--- src/verilog/tsp_pkg.sv ---
// constants and carrier types for the serial to parallel port
package tsp_pkg;
  localparam int         TSP_NCH      = 32;
  localparam logic [4:0] TSP_LAST24   = 5'h17;
  localparam logic [4:0] TSP_LAST32   = 5'h1F;
  localparam logic [4:0] TSP_HALF_ACC = 5'h1F;
  localparam logic [1:0] TSP_PH_RX    = 2'h2;
  localparam logic [1:0] TSP_PH_TX    = 2'h0;
  localparam logic [3:0] TSP_SUB_LAT  = 4'h7;
  localparam logic [3:0] TSP_SUB_WR   = 4'h8;
  localparam logic [7:0] TSP_IDLE     = 8'hFF;
  localparam logic [7:0] TSP_CTRL_RST = 8'h00;

  typedef enum logic [1:0] {TSP_MICRO, TSP_FAST, TSP_BUSC} tsp_mode_t;

  // pins from outside the clock domain
  typedef struct packed {
    logic       clk;
    logic       frame_n;
    logic       ser_in;
    logic       master_mode_select;
    logic       msl;
    logic       ch32;
    logic       cs_n;
    logic       oe_n;
    logic       rw;
    logic [5:0] addr;
    logic [7:0] data;
  } tsp_pin_t;

  // whole state of the port
  typedef struct packed {
    tsp_pin_t           s1;
    tsp_pin_t           s2;
    tsp_pin_t           s3;
    tsp_pin_t           f;
    logic               clk_d;
    logic               fr_d;
    logic               armed;
    logic [4:0]         half;
    logic [4:0]         ch;
    logic [7:0]         rxsh;
    logic [7:0]         sh_a;
    logic [7:0]         sh_b;
    logic               soa;
    logic               sob;
    logic [7:0]         ctrl;
    logic               done;
    logic               busy;
    logic [7:0]         dout;
    logic               doe;
    logic [4:0]         addr;
    logic               aoe;
    logic               oe_n;
    logic               we_n;
    logic               coe;
    logic               cst_n;
    logic               dcs_n;
    logic [31:0][7:0]   rx;
    logic [31:0][7:0]   txa;
    logic [31:0][7:0]   txb;
  } tsp_st_t;
endpackage

--- src/verilog/tsp_port.sv ---
// serial tdm stream to parallel port, fast ram and bus controller modes
`timescale 1ns/10ps
module tsp_port (
  // clock and reset
  input  wire logic       i_clk,
  input  wire logic       i_reset_n,
  // serial link pins
  input  wire logic       i_bit_clock_in,
  input  wire logic       i_frame_n,
  input  wire logic       i_serial_in,
  output logic            o_serial_out_a,
  output logic            o_serial_out_b,
  // mode straps
  input  wire logic       i_master_mode_select,
  input  wire logic       i_mode_select_line,
  input  wire logic       i_ch32,
  // control byte write, same clock domain
  input  wire logic       i_ctrl_wr,
  input  wire logic [7:0] i_ctrl_data,
  output logic [7:0]      o_ctrl,
  // parallel port
  input  wire logic       i_cs_n,
  input  wire logic       i_oe_n,
  input  wire logic       i_rw,
  input  wire logic [5:0] i_addr,
  input  wire logic [7:0] i_data,
  output logic [7:0]      o_data,
  output logic            o_data_oe,
  output logic            o_busy_out,
  output logic            o_busy_oe,
  // bus controller outputs
  output logic [4:0]      o_addr,
  output logic            o_addr_oe,
  output logic            o_oe_n,
  output logic            o_we_n,
  output logic            o_ctl_oe,
  output logic            o_chan_start_n,
  output logic            o_delayed_sel_n
);
  import tsp_pkg::*;

  tsp_st_t   r;
  tsp_st_t   n;
  tsp_pin_t  pins;
  tsp_pin_t  chg;
  tsp_mode_t mode;
  logic      ev;
  logic      sof;
  logic      live;
  logic      rd;
  logic      wr;
  logic      col;
  logic [4:0] nh;
  logic [4:0] nch;
  logic [4:0] last;
  logic [4:0] hch;

  ////////////////////////////////////////////////////////////////////////
  // pin bundle into the synchroniser
  assign pins = '{clk: i_bit_clock_in, frame_n: i_frame_n,
                  ser_in: i_serial_in, master_mode_select: i_master_mode_select,
                  msl: i_mode_select_line, ch32: i_ch32, cs_n: i_cs_n,
                  oe_n: i_oe_n, rw: i_rw, addr: i_addr, data: i_data};

  ////////////////////////////////////////////////////////////////////////
  // next state
  always_comb begin
    n    = r;
    // three stages; a bit moves once stages two and three agree
    // one chain for every pin, filtered bit by bit, so a bus word can move a bit at a time
    n.s1 = pins;
    n.s2 = r.s1;
    n.s3 = r.s2;
    chg  = tsp_pin_t'(r.s2 ^ r.s3);
    n.f  = tsp_pin_t'((~chg & r.s3) | (chg & r.f));
    n.clk_d = r.f.clk;
    n.fr_d  = r.f.frame_n;
    // mode decode from the straps
    if (r.f.master_mode_select) begin
      mode = TSP_MICRO;
    end else if (r.f.msl) begin
      mode = TSP_FAST;
    end else begin
      mode = TSP_BUSC;
    end
    last = r.f.ch32 ? TSP_LAST32 : TSP_LAST24;
    ev   = r.f.clk ^ r.clk_d;
    sof  = r.armed & r.clk_d & ~r.f.clk;
    nh   = sof ? 5'h00 : 5'(r.half + 5'h01);
    nch  = sof ? 5'h00 : ((r.half == TSP_HALF_ACC) ?
                          5'(r.ch + 5'h01) : r.ch);
    live = (5'(r.ch + 5'h01) <= last);
    hch  = r.f.addr[4:0];
    rd   = ~r.f.cs_n & r.f.rw & ~r.f.oe_n;
    wr   = ~r.f.cs_n & ~r.f.rw;
    // read hits the slot on the line, write hits the slot about to load
    col  = (rd & (hch == r.ch)) |
           (wr & (hch == 5'(r.ch + 5'h01)));

    // control byte: cleared while the select pin is held low
    if (!r.f.master_mode_select) begin
      n.ctrl = TSP_CTRL_RST;
    end else if (i_ctrl_wr) begin
      n.ctrl = i_ctrl_data;
    end

    // serial timing, stepped on every bit clock edge
    if (ev) begin
      if (sof) begin
        n.armed = 1'b0;
      end
      n.half = nh;
      n.ch   = nch;
      if (nh[1:0] == TSP_PH_RX) begin
        n.rxsh = {r.rxsh[6:0], r.f.ser_in};
      end
      // converters get the rams only in the last half cycle
      if (nh == TSP_HALF_ACC) begin
        if (r.ch <= last) begin
          n.rx[r.ch] = r.rxsh;
        end
        n.sh_a = live ? r.txa[5'(r.ch + 5'h01)] : TSP_IDLE;
        n.sh_b = (live && mode != TSP_BUSC) ?
                 r.txb[5'(r.ch + 5'h01)] : TSP_IDLE;
      end
      // msb first; outputs never float
      if (nh[1:0] == TSP_PH_TX) begin
        n.soa = r.sh_a[~nh[4:2]];
        n.sob = r.sh_b[~nh[4:2]];
      end
      n.cst_n = nh[4];
      n.dcs_n = ~nh[4];
      // bus controller: first two bits read n+1, next two write n-1
      if (mode == TSP_BUSC) begin
        n.aoe = ~r.f.cs_n;
        n.coe = ~r.f.cs_n;
        if (!nh[3]) begin
          n.addr = 5'(nch + 5'h01);
          n.oe_n = 1'b0;
          n.we_n = 1'b1;
          n.doe  = 1'b0;
          if (nh[3:0] == TSP_SUB_LAT && !r.f.cs_n) begin
            n.txa[5'(nch + 5'h01)] = r.f.data;
          end
        end else begin
          n.addr = 5'(nch - 5'h01);
          n.oe_n = 1'b1;
          n.we_n = 1'b0;
          n.dout = r.rx[5'(nch - 5'h01)];
          n.doe  = ~r.f.cs_n;
        end
      end
    end

    // frame pulse arms; next falling bit clock edge opens the frame
    // placed after the edge step so a fresh pulse wins over the clear
    if (r.fr_d && !r.f.frame_n) begin
      n.armed = 1'b1;
    end

    // fast ram host side; the host waits out busy by holding cs low
    if (mode == TSP_FAST) begin
      n.aoe  = 1'b0;
      n.coe  = 1'b0;
      n.busy = col;
      n.doe  = rd & ~col;
      if (rd && !col) begin
        n.dout = r.rx[hch];
      end
      // one write per cs low period, taken once clear of collision
      // a write held off by busy is taken only if cs stays low until busy clears, lost if cs rises first
      if (wr && !col && !r.done) begin
        n.done = 1'b1;
        if (r.f.addr[5]) begin
          n.txb[hch] = r.f.data;
        end else begin
          n.txa[hch] = r.f.data;
        end
      end
      if (r.f.cs_n) begin
        n.done = 1'b0;
      end
    end else begin
      n.busy = 1'b0;
      n.done = 1'b0;
      if (mode == TSP_MICRO) begin
        n.doe = 1'b0;
        n.aoe = 1'b0;
        n.coe = 1'b0;
      end
    end
  end

  ////////////////////////////////////////////////////////////////////////
  // state register
  always_ff @(posedge i_clk or negedge i_reset_n) begin
    if (!i_reset_n) begin
      r <= '0;
    end else begin
      r <= n;
    end
  end

  ////////////////////////////////////////////////////////////////////////
  // outputs straight from the state register, except the busy level, which is tied low
  assign o_serial_out_a  = r.soa;
  assign o_serial_out_b  = r.sob;
  assign o_ctrl          = r.ctrl;
  assign o_data          = r.dout;
  assign o_data_oe       = r.doe;
  // busy line is open drain: level fixed low, the enable does the work
  assign o_busy_out      = 1'b0;
  assign o_busy_oe       = r.busy;
  assign o_addr          = r.addr;
  assign o_addr_oe       = r.aoe;
  assign o_oe_n          = r.oe_n;
  assign o_we_n          = r.we_n;
  assign o_ctl_oe        = r.coe;
  assign o_chan_start_n  = r.cst_n;
  assign o_delayed_sel_n = r.dcs_n;
endmodule
--- config.mk ---
export PLATFORM = sky130hd
export DESIGN_NAME = tsp_port
export DESIGN_NICKNAME = d
export VERILOG_FILES = /design/src/verilog/tsp_pkg.sv /design/src/verilog/tsp_port.sv
export SDC_FILE = /design/constraint.sdc
export NUM_CORES = 1
export LEC_CHECK = 0
export BUFFER_PORTS_ARGS = -buffer_cell sky130_fd_sc_hd__buf_2
export CAP_MARGIN = 10
export CORE_UTILIZATION = 56
export DETAILED_ROUTE_END_ITERATION = 10
export GPL_TIMING_DRIVEN = 0
export PLACE_DENSITY = 0.72
export SYNTH_ARGS = -nofsm -noshare
export SYNTH_HDL_FRONTEND = slang
export SYNTH_SLANG_ARGS = --single-unit
--- constraint.sdc ---
create_clock -name i_clk -period 8.75 [get_ports i_clk]
set_input_delay 0.4375 -clock i_clk [delete_from_list [all_inputs] [get_ports i_clk]]
set_output_delay 0.4375 -clock i_clk [all_outputs]
set_load 0.03 [all_outputs]
# Word level (Yosys, flattened, before mapping)
# Index checks and enable logic that the tools add are counted.
[totals] ff_bits=929 latch_bits=0 ramBits=0 rom_bits=0 inputBits=34 out_inout_bits=32 elab_cells=300 n_memories=0
[op_classes] n_addsub=4 multipliers=0 n_div=0 magnitude_cmp=11 eq_ne=11 shift=0 muxes=63 n_bitwise=22 n_reduce_logical=27
[op_table] cell="$mux W256" count=7
[op_table] cell="$bwmux W256" count=4
[op_table] cell="$mux W512" count=2
[op_table] cell="$mux W532" count=1
[op_table] cell="$bmux W8 S5" count=4
[op_table] cell="$demux W8 S5" count=3
[op_table] cell="$mux W8" count=15
[op_table] cell="$and A23 B23 Y23" count=2
[op_table] cell="$mux W37" count=1
[op_table] cell="$lt A5 B6 Y1 const B" count=5
[op_table] cell="$not A23 Y23" count=1
[op_table] cell="$or A23 B23 Y23" count=1
[op_table] cell="$xor A23 B23 Y23" count=1
[op_table] cell="$mux W18" count=1
[op_table] cell="$mux W16" count=1
[op_table] cell="$add A5 B1 Y5 const B" count=3
[op_table] cell="$ge A5 B1 Y1 const B" count=3
[op_table] cell="$mux W5" count=3
[op_table] cell="$mux W1" count=12
[op_table] cell="$reduce_and A2 Y1" count=6
[op_table] cell="$eq A5 B5 Y1" count=2
[op_table] cell="$eq A5 B5 Y1 const B" count=2
[op_table] cell="$le A5 B5 Y1" count=2
[op_table] cell="$mux W2" count=5
[op_table] cell="21 further kinds" count=51

# Longest topological paths before layout
[logic_depth] word_depth=17 depth_mapped=18 mapped_depth_nobuf=12

# Least setup slack after synthesis
# No wires, ideal clock.
[synth_timing] kind="reg-to-reg" start="register r[824] (netlist name)" end="register r[416] (netlist name)" setup_time_ns=0.125 arrival_ns=4.218 t_required_ns=8.625 path_slack_ns=4.407 path_stages_with_launch=19 path_buffers=7 period_less_slack_ns=4.343 path_cell_list="dfrtp_1 -> buf_2 -> buf_2 -> buf_1 -> inv_1 -> ha_1 -> clkbuf_1 -> mux2i_1 -> or2_0 -> clkbuf_1 -> inv_1 -> ha_1 -> nor4b_1 -> xor2_1 -> buf_4 -> nand2b_1 -> buf_2 -> o22ai_2 -> mux2_2"
[synth_lines] item="from (decl)" line="tsp_port.sv:42" rtl="tsp_st_t r;"
[synth_lines] item="from (signal assigned)" line="tsp_port.sv:200" rtl="r <= n;"

==> results.cfg <==
[timing]
min_period_over_period = 0.759
fin_crit_ps = 6640
relSlewSlack = 0.220
setup_tns_ps = 0
maxSlewViolCount = 0
fmax_mhz = 151
rsz0062_at_grt = false
finalSetupViolCount = 0
worst_pin_slew_ps = 1170
hold_viol = 0
finClkSkew_ps = 32.4

[clock_tree]
clockRootBuffer = clkbuf_16
cts_max_path_buffers = 3
clk_latency_ps = 670
htree_levels = 3
cts_num_sinks = 927
clkTransAtPathRegs_ps = 70
numCtsBuffers = 97
cts_tree = built

[worst_setup_path]
worstPathArrival_ps = 7150
end_kind = register
r2r_setup_slack_ps = 2110
ff2ff_path_depth = 16
worstSetupStartpointType = register
timing.rr.start = r[824]
endpoint = o_data[1]
cp.required_ps = 9260
crit_start = r[824]
crit_path_max_fanout = 10
rr_endpoint = o_data[1]
crit_type = register to register

[drt]
drc = 0
post_drt_via_cell_ratio = 6.44
detailedRoute.firstIterationViolations = 2385
routed_wl_um = 122000
ant_nets = 0
first_pass_iters = 5
vias = 26800
routedWlPerCell_um = 29.2

[die]
start_util = 0.568
dieArea_um2 = 79800
die_x_um = 283
die_y_um = 283
core_um2 = 77600
pin_count = 66
rows = 102

[power_and_ir_drop]
clkPwrFrac = 0.421
power_density_nw_per_um2 = 208
leakage_nw = 22.1
swShare = 0.268
peakVddDrop_mv = 0.156
seqPwrFrac = 0.457
p_sw_w = 0.00277
p_int_w = 0.00753
p_comb_frac = 0.122

[yosys]
synth_seq_cells = 927
synth_top_area_frac = 0.526
synth_ff_type = dfrtp_1
async_flop_share = 1.00
synth_top_area_cell = dfrtp_1
synth_nets = 2891
syn-cell-area_um2 = 44100
synth.top_cells.by_area = dfrtp_1 (53%), mux2_2 (20%), mux4_2 (14%)
synth_common_cells = dfrtp_1 (927), mux2_2 (793), mux4_2 (272)
yosysSeqAreaShare = 0.526
synth_edf_count = 0
synthCells = 2843
ys_warn_count = 0
synth_cell_types = 75
avgSynthCellArea_um2 = 15.5
synth.most_common_cell = dfrtp_1

[global_route]
use_met3 = 0.0536
grt_max_degree = 129
grt_pass1_vias = 28300
grt_overflow = 0
antenna_found_initial = 5
use_met1 = 0.452
grt-busiest-layer = met2
grt_usage = 0.315
met2_usage = 0.489
grt_pass1_wl_um = 184000

[final_layout]
nNetsFinal = 3090
stdcell_area_um2 = 49600
drive_above_1_share = 0.464
areaGrowthSynthToFinish_pct = 12.6
final_core_util = 0.639

[hold_path]
min_path_cells = 3
hp-class = input pin to register

[outcome]
status = finished, final reports clean

[placement]
dp_hpwl_um = 85300
place_area_um2 = 45900
io_buffer_count = 63
routabilityCongestion = 0.968

[job]
cap_viol_max_count = 0
## layout by cell type, fill, tap and decap left out, drive strengths merged, types with 3 or more instances in the layout
cell         count
xor2            14
ha              14
nor2           106
or3              5
a31oi           12
maj3            23
nand3           46
inv             15
mux4           272
a22oi           32
buf            165
nor4b            3
nor2b           10
a21oi           19
clkinvlp         6
or2              3
nand4           10
dlygate4sd3     24
o21ai           31
o32ai           19
o211ai          18
clkinv          18
o22ai            7
bufinv          10
nand2           65
nand2b          10
clkbuf         287
a31o             4
and3             8
nor3            14
nand3b           4
dfrtp          927
a41oi            9
mux2i           77
mux2           796
xnor2           11
## area by class of cell
class	count	area (um2)
flip-flops and latches	927	23200
clock inverters	38	508
repair buffers	100	838
clock buffers	141	2870
multi-input cells	1670	19800
fillers	5662	28000
inverters	11	41.3
diodes	1	2.50
plain buffers	235	1030
well taps	1040	1300
## cell families after synthesis
family,Yosys count,synth area share
other,1,0.0000851
buffers and inverters,246,0.0243
and+or+nand+nor,294,0.0373
adders and majority gates,37,0.00920
xor gates and xnor gates,26,0.00582
AOI/OAI and AO/OA,167,0.0369
muxes,1145,0.360
DFF,927,0.526
## timing repair
item / CTS / global route
resized for setup: 0 / 0
hold buffers: 24 / 0
hold endpoints to repair: 110 / 0
setup endpoints to repair: 0 / 0
setup buffers: 0 / 0
## power by group through the flow
stage / Clock [W] / Sequential [W] / Combinational [W]
final: 0.00434 / 0.00470 / 0.00126
after floorplan: 0 / 0.00471 / 0.000726
after CTS: 0.00439 / 0.00470 / 0.00124
after global placement: 0 / 0.00476 / 0.00117
after global routing: 0.00456 / 0.00473 / 0.00133
after detailed placement: 0 / 0.00477 / 0.00123
## metal layers
metal,part of all wire,vias up
li1,-,11100
met5,0.00020,-
met1,0.43,14500
met3,0.067,258
met2,0.47,993
met4,0.036,4
## worst max-delay path, cell delays in order, from the launching register on
cell	delay, ps
dfrtp_1	370
buf_2	280
buf_2	350
buf_1	910
inv_1	210
ha_1	350
clkbuf_1	340
mux2i_1	220
or2_0	240
clkbuf_1	250
ha_1	470
clkbuf_1	510
clkbuf_1	740
mux4_2	440
mux2_2	310
o211ai_1	330
a41oi_1	160
## how the worst min path moves through the flow
| stage | to | from |
|---|---|---|
| global route | o_ctrl[0] | i_ctrl_data[0] |
| global placement | n[880] | n[903] |
| finish | o_ctrl[7] | i_ctrl_data[7] |
| detailed placement | n[863] | n[886] |
| floorplan | async pin | i_reset_n |
| CTS | o_ctrl[1] | i_ctrl_data[1] |
## metrics by stage
step	instances	hold slack (ps)	power [W]	setup WS (ps)
finish	4163	62.3	0.0103	2110
global route	4162	85.7	0.0106	1800
CTS	4159	36.6	0.0103	2200
detailed placement	3956	336	0.00600	2230
global placement	3946	335	0.00593	-11100
floorplan	2843	142	0.00544	4410
(Power assumes the default switching activity.)
